**src/otpwp_params.svh**
```systemverilog
`ifndef OTPWP_PARAMS_SVH
`define OTPWP_PARAMS_SVH

// ****************************************
// widths
// ****************************************
`define OTPWP_ADDR_W 18
`define OTPWP_DATA_W 16
`define OTPWP_TMR_W 10
`define OTPWP_RETRY_W 4

// ****************************************
// clock and pin timing
// ****************************************
`define OTPWP_CLK_MHZ 10
`define OTPWP_PULSE_NS 50000
`define OTPWP_SETUP_NS 2000
`define OTPWP_DATA_VALID_NS 150
`define OTPWP_FLOAT_NS 130
`define OTPWP_PULSE_CYC ((`OTPWP_PULSE_NS * `OTPWP_CLK_MHZ) / 1000)
`define OTPWP_SETUP_CYC ((`OTPWP_SETUP_NS * `OTPWP_CLK_MHZ + 999) / 1000)
`define OTPWP_VALID_CYC ((`OTPWP_DATA_VALID_NS * `OTPWP_CLK_MHZ + 999) / 1000)
`define OTPWP_FLOAT_CYC ((`OTPWP_FLOAT_NS * `OTPWP_CLK_MHZ + 999) / 1000)

// ****************************************
// algorithm limits and pin positions
// ****************************************
`define OTPWP_RETRY_MAX 10
`define OTPWP_ID_SEL_BIT 0

`endif

```
**src/otpwp_pkg.sv**
```systemverilog
`include "otpwp_params.svh"

package otpwp_pkg;

  typedef enum logic [9:0] {
    ST_IDLE   = 10'h001,
    ST_SUPPLY = 10'h002,
    ST_PSETUP = 10'h004,
    ST_PULSE  = 10'h008,
    ST_PHOLD  = 10'h010,
    ST_VREAD  = 10'h020,
    ST_VFLOAT = 10'h040,
    ST_IDREAD = 10'h080,
    ST_DONE   = 10'h100,
    ST_SPARE  = 10'h200
  } otpwp_state_type;

  typedef enum logic [3:0] {
    PH_INIT  = 4'h1,
    PH_RETRY = 4'h2,
    PH_FINAL = 4'h4,
    PH_IDENT = 4'h8
  } otpwp_phase_type;

  typedef struct packed {
    logic [`OTPWP_ADDR_W-1:0] addr;
    logic [`OTPWP_DATA_W-1:0] data_lines;
    logic data_oe;
    logic ce_n;
    logic oe_n;
    logic id_entry_address_pin;
    logic vcc_prog;
    logic vpp_prog;
  } otpwp_pins_type;

  typedef struct packed {
    logic busy;
    logic pass;
    logic fail;
    logic [`OTPWP_ADDR_W-1:0] fail_addr;
    logic [`OTPWP_DATA_W-1:0] id_word;
  } otpwp_status_type;

endpackage

```
**src/otpwp_timer.sv**
```systemverilog
`timescale 1ns/1ps
`default_nettype none
`include "otpwp_params.svh"

module otpwp_timer (
  // clock and reset
  input wire logic clk_sys,
  input wire logic sys_rst,
  // control
  input wire logic load,
  input wire logic [`OTPWP_TMR_W-1:0] load_value,
  output logic expired
);

  logic [`OTPWP_TMR_W-1:0] count;
  logic running;

  assign expired = running && (count == `OTPWP_TMR_W'(1));

  always_ff @(posedge clk_sys) begin
    if (sys_rst) begin
      count <= '0;
      running <= 1'b0;
    end else if (load) begin
      count <= load_value;
      running <= 1'b1;
    end else if (running) begin
      count <= count - `OTPWP_TMR_W'(1);
      running <= !expired;
    end
  end

endmodule
`default_nettype wire

```
**src/otpwp_ctrl.sv**
```systemverilog
`timescale 1ns/1ps
`default_nettype none
`include "otpwp_params.svh"

// Function
// - program pulse on chip enable is 50 us
// - first address, raised supplies before pulsing
// - one unverified pulse per address first
// - then verify loop per address
// - failing word gets single pulses, verify each
// - ten retries failing stops, part failed
// - verified word advances address until last
// - lower supplies, reread all, declare result
// - wait data valid delay, then float delay
// - id entry pin high, id select chooses word

module otpwp_ctrl
  import otpwp_pkg::*;
(
  // clock and reset
  input wire logic clk_sys,
  input wire logic sys_rst,
  // user command
  input wire logic start,
  input wire logic mode_ident,
  input wire logic ident_device_word,
  input wire logic [`OTPWP_ADDR_W-1:0] first_addr,
  input wire logic [`OTPWP_ADDR_W-1:0] last_addr,
  // source image, looked up at pins.addr
  input wire logic [`OTPWP_DATA_W-1:0] src_data,
  // memory pins
  input wire logic [`OTPWP_DATA_W-1:0] data_lines_in,
  output otpwp_pins_type pins,
  // result
  output otpwp_status_type status,
  output logic done
);

  // ****************************************
  // sequencer state
  // ****************************************
  otpwp_state_type state;
  otpwp_state_type next_state;
  otpwp_phase_type phase;
  logic [`OTPWP_ADDR_W-1:0] addr;
  logic [`OTPWP_ADDR_W-1:0] last;
  logic [`OTPWP_RETRY_W-1:0] retry;
  logic id_word_select;
  logic final_bad;
  logic match;
  logic at_last;
  logic expired;
  logic tmr_load;
  logic [`OTPWP_TMR_W-1:0] tmr_value;
  logic match_q;
  logic in_run;
  logic raise_supply;

  assign match = (data_lines_in == src_data);
  assign at_last = (addr == last);
  // supplies and id voltage drop as the run ends, not a cycle later
  assign in_run = status.busy && state != ST_DONE && next_state != ST_DONE;
  assign raise_supply = in_run && (phase == PH_INIT || phase == PH_RETRY);
  assign tmr_load = (next_state != state);

  otpwp_timer u_timer (
    .clk_sys(clk_sys),
    .sys_rst(sys_rst),
    .load(tmr_load),
    .load_value(tmr_value),
    .expired(expired)
  );

  // ****************************************
  // wait length of each state
  // ****************************************
  always_comb begin
    case (next_state)
      // one extra cycle: data follows the new address by one cycle
      ST_PSETUP: tmr_value = `OTPWP_TMR_W'(`OTPWP_SETUP_CYC + 1);
      ST_PULSE: tmr_value = `OTPWP_TMR_W'(`OTPWP_PULSE_CYC);
      ST_VREAD: tmr_value = `OTPWP_TMR_W'(`OTPWP_VALID_CYC);
      ST_IDREAD: tmr_value = `OTPWP_TMR_W'(`OTPWP_VALID_CYC);
      ST_VFLOAT: tmr_value = `OTPWP_TMR_W'(`OTPWP_FLOAT_CYC);
      default: tmr_value = `OTPWP_TMR_W'(`OTPWP_SETUP_CYC);
    endcase
  end

  // ****************************************
  // next state
  // ****************************************
  always_comb begin
    next_state = state;
    case (state)
      ST_IDLE: begin
        if (start) begin
          next_state = ST_SUPPLY;
        end
      end
      ST_SUPPLY: begin
        // supplies and address settle before anything is strobed
        if (expired) begin
          case (phase)
            PH_INIT: next_state = ST_PSETUP;
            PH_IDENT: next_state = ST_IDREAD;
            default: next_state = ST_VREAD;
          endcase
        end
      end
      ST_PSETUP: begin
        if (expired) begin
          next_state = ST_PULSE;
        end
      end
      ST_PULSE: begin
        if (expired) begin
          next_state = ST_PHOLD;
        end
      end
      ST_PHOLD: begin
        if (expired) begin
          if (phase == PH_INIT && !at_last) begin
            next_state = ST_PSETUP;
          end else begin
            next_state = ST_VREAD;
          end
        end
      end
      ST_VREAD: begin
        if (expired) begin
          next_state = ST_VFLOAT;
        end
      end
      ST_IDREAD: begin
        if (expired) begin
          next_state = ST_VFLOAT;
        end
      end
      ST_VFLOAT: begin
        if (expired) begin
          case (phase)
            PH_RETRY: begin
              if (status.fail) begin
                next_state = ST_DONE;
              end else if (!match_q) begin
                next_state = ST_PSETUP;
              end else if (at_last) begin
                next_state = ST_SUPPLY;
              end else begin
                next_state = ST_VREAD;
              end
            end
            PH_FINAL: next_state = at_last ? ST_DONE : ST_VREAD;
            default: next_state = ST_DONE;
          endcase
        end
      end
      ST_DONE: next_state = ST_IDLE;
      default: next_state = ST_IDLE;
    endcase
  end

  always_ff @(posedge clk_sys) begin
    if (sys_rst) begin
      state <= ST_IDLE;
    end else begin
      state <= next_state;
    end
  end

  // ****************************************
  // sampled compare result
  // ****************************************
  always_ff @(posedge clk_sys) begin
    if (sys_rst) begin
      match_q <= 1'b0;
    end else if (state == ST_VREAD && expired) begin
      match_q <= match;
    end
  end

  // ****************************************
  // phase, address and retry count
  // ****************************************
  always_ff @(posedge clk_sys) begin
    if (sys_rst) begin
      phase <= PH_INIT;
      addr <= '0;
      last <= '0;
      retry <= '0;
      id_word_select <= 1'b0;
    end else if (state == ST_IDLE && start) begin
      phase <= mode_ident ? PH_IDENT : PH_INIT;
      addr <= mode_ident ? '0 : first_addr;
      last <= last_addr;
      retry <= '0;
      id_word_select <= ident_device_word;
    end else if (state == ST_PHOLD && expired) begin
      if (phase == PH_INIT) begin
        // initial pass ends at the last word, then verify from the top
        if (at_last) begin
          phase <= PH_RETRY;
          addr <= first_addr;
        end else begin
          addr <= addr + `OTPWP_ADDR_W'(1);
        end
      end else begin
        retry <= retry + `OTPWP_RETRY_W'(1);
      end
    end else if (state == ST_VFLOAT && expired) begin
      if (phase == PH_RETRY && match_q) begin
        retry <= '0;
        if (at_last) begin
          phase <= PH_FINAL;
          addr <= first_addr;
        end else begin
          addr <= addr + `OTPWP_ADDR_W'(1);
        end
      end else if (phase == PH_FINAL && !at_last) begin
        addr <= addr + `OTPWP_ADDR_W'(1);
      end
    end
  end

  // ****************************************
  // result
  // ****************************************
  always_ff @(posedge clk_sys) begin
    if (sys_rst) begin
      status <= '0;
      final_bad <= 1'b0;
      done <= 1'b0;
    end else begin
      done <= (state == ST_DONE);
      if (state == ST_IDLE && start) begin
        status <= '0;
        status.busy <= 1'b1;
        final_bad <= 1'b0;
      end else if (state == ST_VREAD && expired) begin
        if (phase == PH_RETRY && !match &&
            retry == `OTPWP_RETRY_W'(`OTPWP_RETRY_MAX)) begin
          // the whole part is rejected, not only this word
          status.fail <= 1'b1;
          status.fail_addr <= addr;
        end
        if (phase == PH_FINAL && !match && !final_bad) begin
          final_bad <= 1'b1;
          status.fail_addr <= addr;
        end
      end else if (state == ST_IDREAD && expired) begin
        status.id_word <= data_lines_in;
      end else if (state == ST_DONE) begin
        status.busy <= 1'b0;
        if (phase == PH_FINAL) begin
          status.pass <= !final_bad;
          status.fail <= final_bad;
        end else if (phase == PH_IDENT) begin
          status.pass <= 1'b1;
        end
      end
    end
  end

  // ****************************************
  // pin drive, registered; strobes and data enable decoded from the next state
  // ****************************************
  always_ff @(posedge clk_sys) begin
    if (sys_rst) begin
      pins <= '0;
      pins.ce_n <= 1'b1;
      pins.oe_n <= 1'b1;
    end else begin
      pins.addr <= addr;
      pins.ce_n <= !(next_state == ST_PULSE ||
                     next_state == ST_IDREAD);
      pins.oe_n <= !(next_state == ST_VREAD ||
                     next_state == ST_IDREAD);
      pins.data_oe <= (next_state == ST_PSETUP ||
                       next_state == ST_PULSE ||
                       next_state == ST_PHOLD);
      // src_data follows pins.addr, which lands one cycle into setup
      if (state == ST_PSETUP) begin
        pins.data_lines <= src_data;
      end
      pins.vcc_prog <= raise_supply;
      pins.vpp_prog <= raise_supply;
      pins.id_entry_address_pin <= in_run && phase == PH_IDENT;
      if (status.busy && phase == PH_IDENT) begin
        pins.addr <= '0;
        pins.addr[`OTPWP_ID_SEL_BIT] <= id_word_select;
      end
    end
  end

endmodule
`default_nettype wire

```
**config.mk**
```make
export PLATFORM = sky130hd
export DESIGN_NAME = otpwp_ctrl
export DESIGN_NICKNAME = d
export VERILOG_FILES = /design/src/otpwp_pkg.sv /design/src/otpwp_timer.sv /design/src/otpwp_ctrl.sv
export VERILOG_INCLUDE_DIRS = /design/src
export SDC_FILE = /design/constraint.sdc
export NUM_CORES = 1
export LEC_CHECK = 0
export BUFFER_PORTS_ARGS = -buffer_cell sky130_fd_sc_hd__buf_4
export CORE_MARGIN = 2
export CORE_UTILIZATION = 49
export DETAILED_ROUTE_END_ITERATION = 7
export GPL_TIMING_DRIVEN = 0
export PLACE_DENSITY = 0.78
export RECOVER_POWER = 100
export REMOVE_ABC_BUFFERS = 1
export SLEW_MARGIN = 20
export SYNTH_ARGS = -nofsm -noshare
export SYNTH_HDL_FRONTEND = slang
export SYNTH_SLANG_ARGS = --single-unit
```
**constraint.sdc**
```tcl
create_clock -name clk_sys -period 2.1 [get_ports clk_sys]
set_input_delay 0.21 -clock clk_sys [delete_from_list [all_inputs] [get_ports clk_sys]]
set_output_delay 0.21 -clock clk_sys [all_outputs]
set_load 0.05 [all_outputs]
```
==> out/metrics.yaml <==
timing:
  worst_slack_ns: -0.355
  slew_headroom: 0.329
  tns_ns: -11.10
  hold_viol: 0
  setup_violations: 62
  finalCritPeriodShare: 1.17
  drv_slew: 0
  rsz0062_at_grt: "true"
  finalCriticalPeriod_ns: 2.45
  final.setup_skew_ns: 0.0106
  worstMarginPinSlew_ns: 1.01
  fmax_mhz: 407
pwr:
  seqPwrFrac: 0.421
  clock_power_share: 0.415
  ir_worst_vdd_v: 0.000481
  internal_power_mw: 5.04
  p_sw_mw: 1.97
  p_sw_frac: 0.281
  power_frac_comb: 0.164
  power_density_nw_per_um2: 703
  p_leak_nw: 4.00
synthesis:
  yosys_warnings: 0
  synthCells: 814
  ys_async_sr_fraction: 0
  synth.distinct_cells: 73
  seq_area_frac_synth: 0.421
  synth-main-ff-cell: "dfxtp_1"
  synth_edf_count: 0
  synth_seq_cells: 145
  synth_area_um2: 6890
  syn_area_per_cell_um2: 8.46
hold_path:
  hold_class: "in2reg"
critical_path:
  arrival_ns: 2.72
  reg2reg_depth: 8
  r2r_slack_ns: -0.35
  timing.rr.end: "addr[15]"
  cp.required_ns: 2.37
  crit_chain: "nor4b_4 -> and2_1 -> a21oi_1 -> o21ai_4 -> a22oi_2 -> bufbuf_16 -> a221oi_2 -> nor3_1"
  timing.critical_path.to: "addr[15]"
  rr_startpoint: "phase[1]"
  cp-startpoint: "phase[1]"
  max_stage_delay_ns: 0.54
  crit_fanout: 9
  crit_slowest_cell: "dfxtp_1"
  crit_path_start_kind: "flop"
  worst-setup-path-type: "reg2reg"
  cp-end-kind: "flop"
cells_and_area:
  final_cell_count_no_fill: 1207
  syn_to_final_growth_pct: 44.8
  fin_nets: 1093
  antenna_cells: 0
  filler_cell_count: 928
  drive_gt1_frac: 0.334
clocking:
  cts_buffer_depth: 2
  cts-root-buf: "clkbuf_16"
  cts_buffers: 17
  cts.htree.levels: 4
  cts_tree: "built"
  clkTransAtPathRegs_ns: 0.06
  clock_latency_ns: 0.44
  clock-sinks: 145
global_routing:
  grt_overflow: 0
  grt_pass1_vias: 6816
  grt_pass1_wl_um: 35200
  antenna_found_initial: 0
  grt_max_degree: 90
  track_usage: 0.302
die:
  ioPinCount: 151
  initial_core_util: 0.498
  rows: 43
  fp.dieH_um: 123
  core_um2: 13800
  die-area_um2: 15000
  die_w_um: 123
detailed_routing:
  first_iter_violations: 1094
  remaining_drc_errors: 0
  firstDrtPassIters: 6
  wl_per_cell_um: 21.4
  antenna_left: 0
  vias: 7580
  vias_per_cell: 6.28
  drt_wl_total_um: 25900
outcome:
  violations: "setup timing"
  outcome: "complete, but fails checks"
placed_design:
  dp.cells: 1095
  place.gp.congestion: 0.872
  dp_hpwl_um: 12700
  io_buffers: 150
flow_run:
  max_cap_violations: 0
==> kinds of logic after synthesis <==
kind of cell | share of synthesized area
other | 0.000544
adder cells (fa/ha/maj) | 0.0107
buffers and inverters | 0.0396
AND/OR/NAND/NOR | 0.270
XOR/XNOR | 0.0598
multiplexers | 0.0509
AO/OA/AOI/OAI | 0.148
flip-flops | 0.421
==> power groups by stage <==
stage / logic (mW) / registers, mW / clock network (mW)
after floorplan: 0.430 / 3.01 / 0
after global placement: 0.755 / 2.99 / 0
after detailed placement: 0.771 / 3.00 / 0
after CTS: 0.995 / 2.94 / 2.89
after global routing: 1.20 / 2.96 / 3.05
final: 1.15 / 2.95 / 2.91
==> Yosys cell counts (8+ instances only) <==
| cell | n | share of area |
|---|---|---|
| nand4_1 | 12 | 0.011 |
| nor2b_1 | 8 | 0.0073 |
| inv_1 | 12 | 0.0065 |
| nand2_1 | 93 | 0.051 |
| clkbuf_1 | 31 | 0.017 |
| a21oi_1 | 78 | 0.057 |
| nor3_1 | 28 | 0.020 |
| and2_1 | 20 | 0.018 |
| nand3_1 | 38 | 0.028 |
| and3_1 | 9 | 0.0082 |
| xnor2_1 | 22 | 0.028 |
| dfxtp_1 | 145 | 0.42 |
| xor2_1 | 25 | 0.032 |
| nor2_1 | 92 | 0.050 |
| mux2i_1 | 35 | 0.051 |
| buf_2 | 17 | 0.012 |
| nor4b_1 | 9 | 0.011 |
| o32ai_1 | 9 | 0.011 |
| o21ai_0 | 13 | 0.0094 |
| nor4_1 | 11 | 0.010 |
==> worst min path at each step <==
stage	from	to	cells after the start	slack, ns
final	data_lines_in[5]	status[5]	3	0.03
after global routing	data_lines_in[5]	status[5]	3	0.02
after CTS	data_lines_in[5]	status[5]	3	0.02
after detailed placement	status[24]	status[24]	2	0.45
after global placement	id_word_select	id_word_select	2	0.44
after floorplan	sys_rst	id_word_select	1	0.28
==> layout by cell type, fill, tap and decap left out, types with 16 or more instances in the layout <==
cell / instances
nand2_1: 71
xor2_1: 25
dfxtp_1: 122
mux2i_1: 34
nand3_1: 35
a21oi_2: 19
nor2_1: 85
buf_6: 16
buf_4: 118
nor3_1: 19
clkbuf_16: 18
clkbuf_1: 81
xnor2_1: 22
and2_1: 19
a21oi_1: 59
==> sequential cells by signal, summed over array words and instances (netlist names) <==
name / cells
status: 37
phase: 4
last: 18
retry: 4
u_timer.count: 10
pins: 39
state: 10
final_bad: 1
done: 1
addr: 18
match_q: 1
u_timer.running: 1
id_word_select: 1
==> critical path: cells and delay by family, from the launching register on <==
| kind | cells | cell delay, ns |
|---|---|---|
| flops | 1 | 0.54 |
| simple gates | 3 | 0.80 |
| buf+inv | 1 | 0.30 |
| compound gates | 4 | 0.64 |
==> stage by stage <==
| stage | hold WS [ns] | area (um2) | power (mW) | util | setup slack [ns] |
|---|---|---|---|---|---|
| global route | 0.0221 | 9980 | 7.21 | 0.721 | -0.437 |
| finish | 0.0272 | 9980 | 7.01 | 0.721 | -0.355 |
| detailed placement | 0.447 | 8060 | 3.77 | 0.583 | -1.38 |
| global placement | 0.439 | 8010 | 3.75 | 0.579 | -1.41 |
| CTS | 0.0216 | 9620 | 6.82 | 0.696 | -0.212 |
| floorplan | 0.279 | 6660 | 3.44 | - | -0.583 |
==> per-layer routing <==
layer  routed length [um]  vias up  global-route usage
met5                    0        -                   0
met4                 1620        0               0.127
met3                 2860      185              0.0962
met2                11800      555               0.482
met1                 9550     3537               0.377
li1                     -     3303                   -
==> area by class of cell <==
type | count | area, um2 | area share
Sequential cell | 145 | 2950 | 0.296
Timing Repair Buffer | 225 | 1640 | 0.165
Clock buffer | 23 | 478 | 0.0479
Inverter | 12 | 45.0 | 0.00452
Multi-Input combinational cell | 614 | 4550 | 0.456
Tap cell | 180 | 225 | 0.0226
Clock inverter | 8 | 81.3 | 0.00815
==> what timing repair did <==
item	in CTS	in global routing
endpoints found under the setup margin	118	116
cloned	8	4
pin swaps	33	46
hold buffers	0	0
setup buffers	49	22
resized for setup	101	106
No activity file was read; power rests on OpenSTA's default activity.
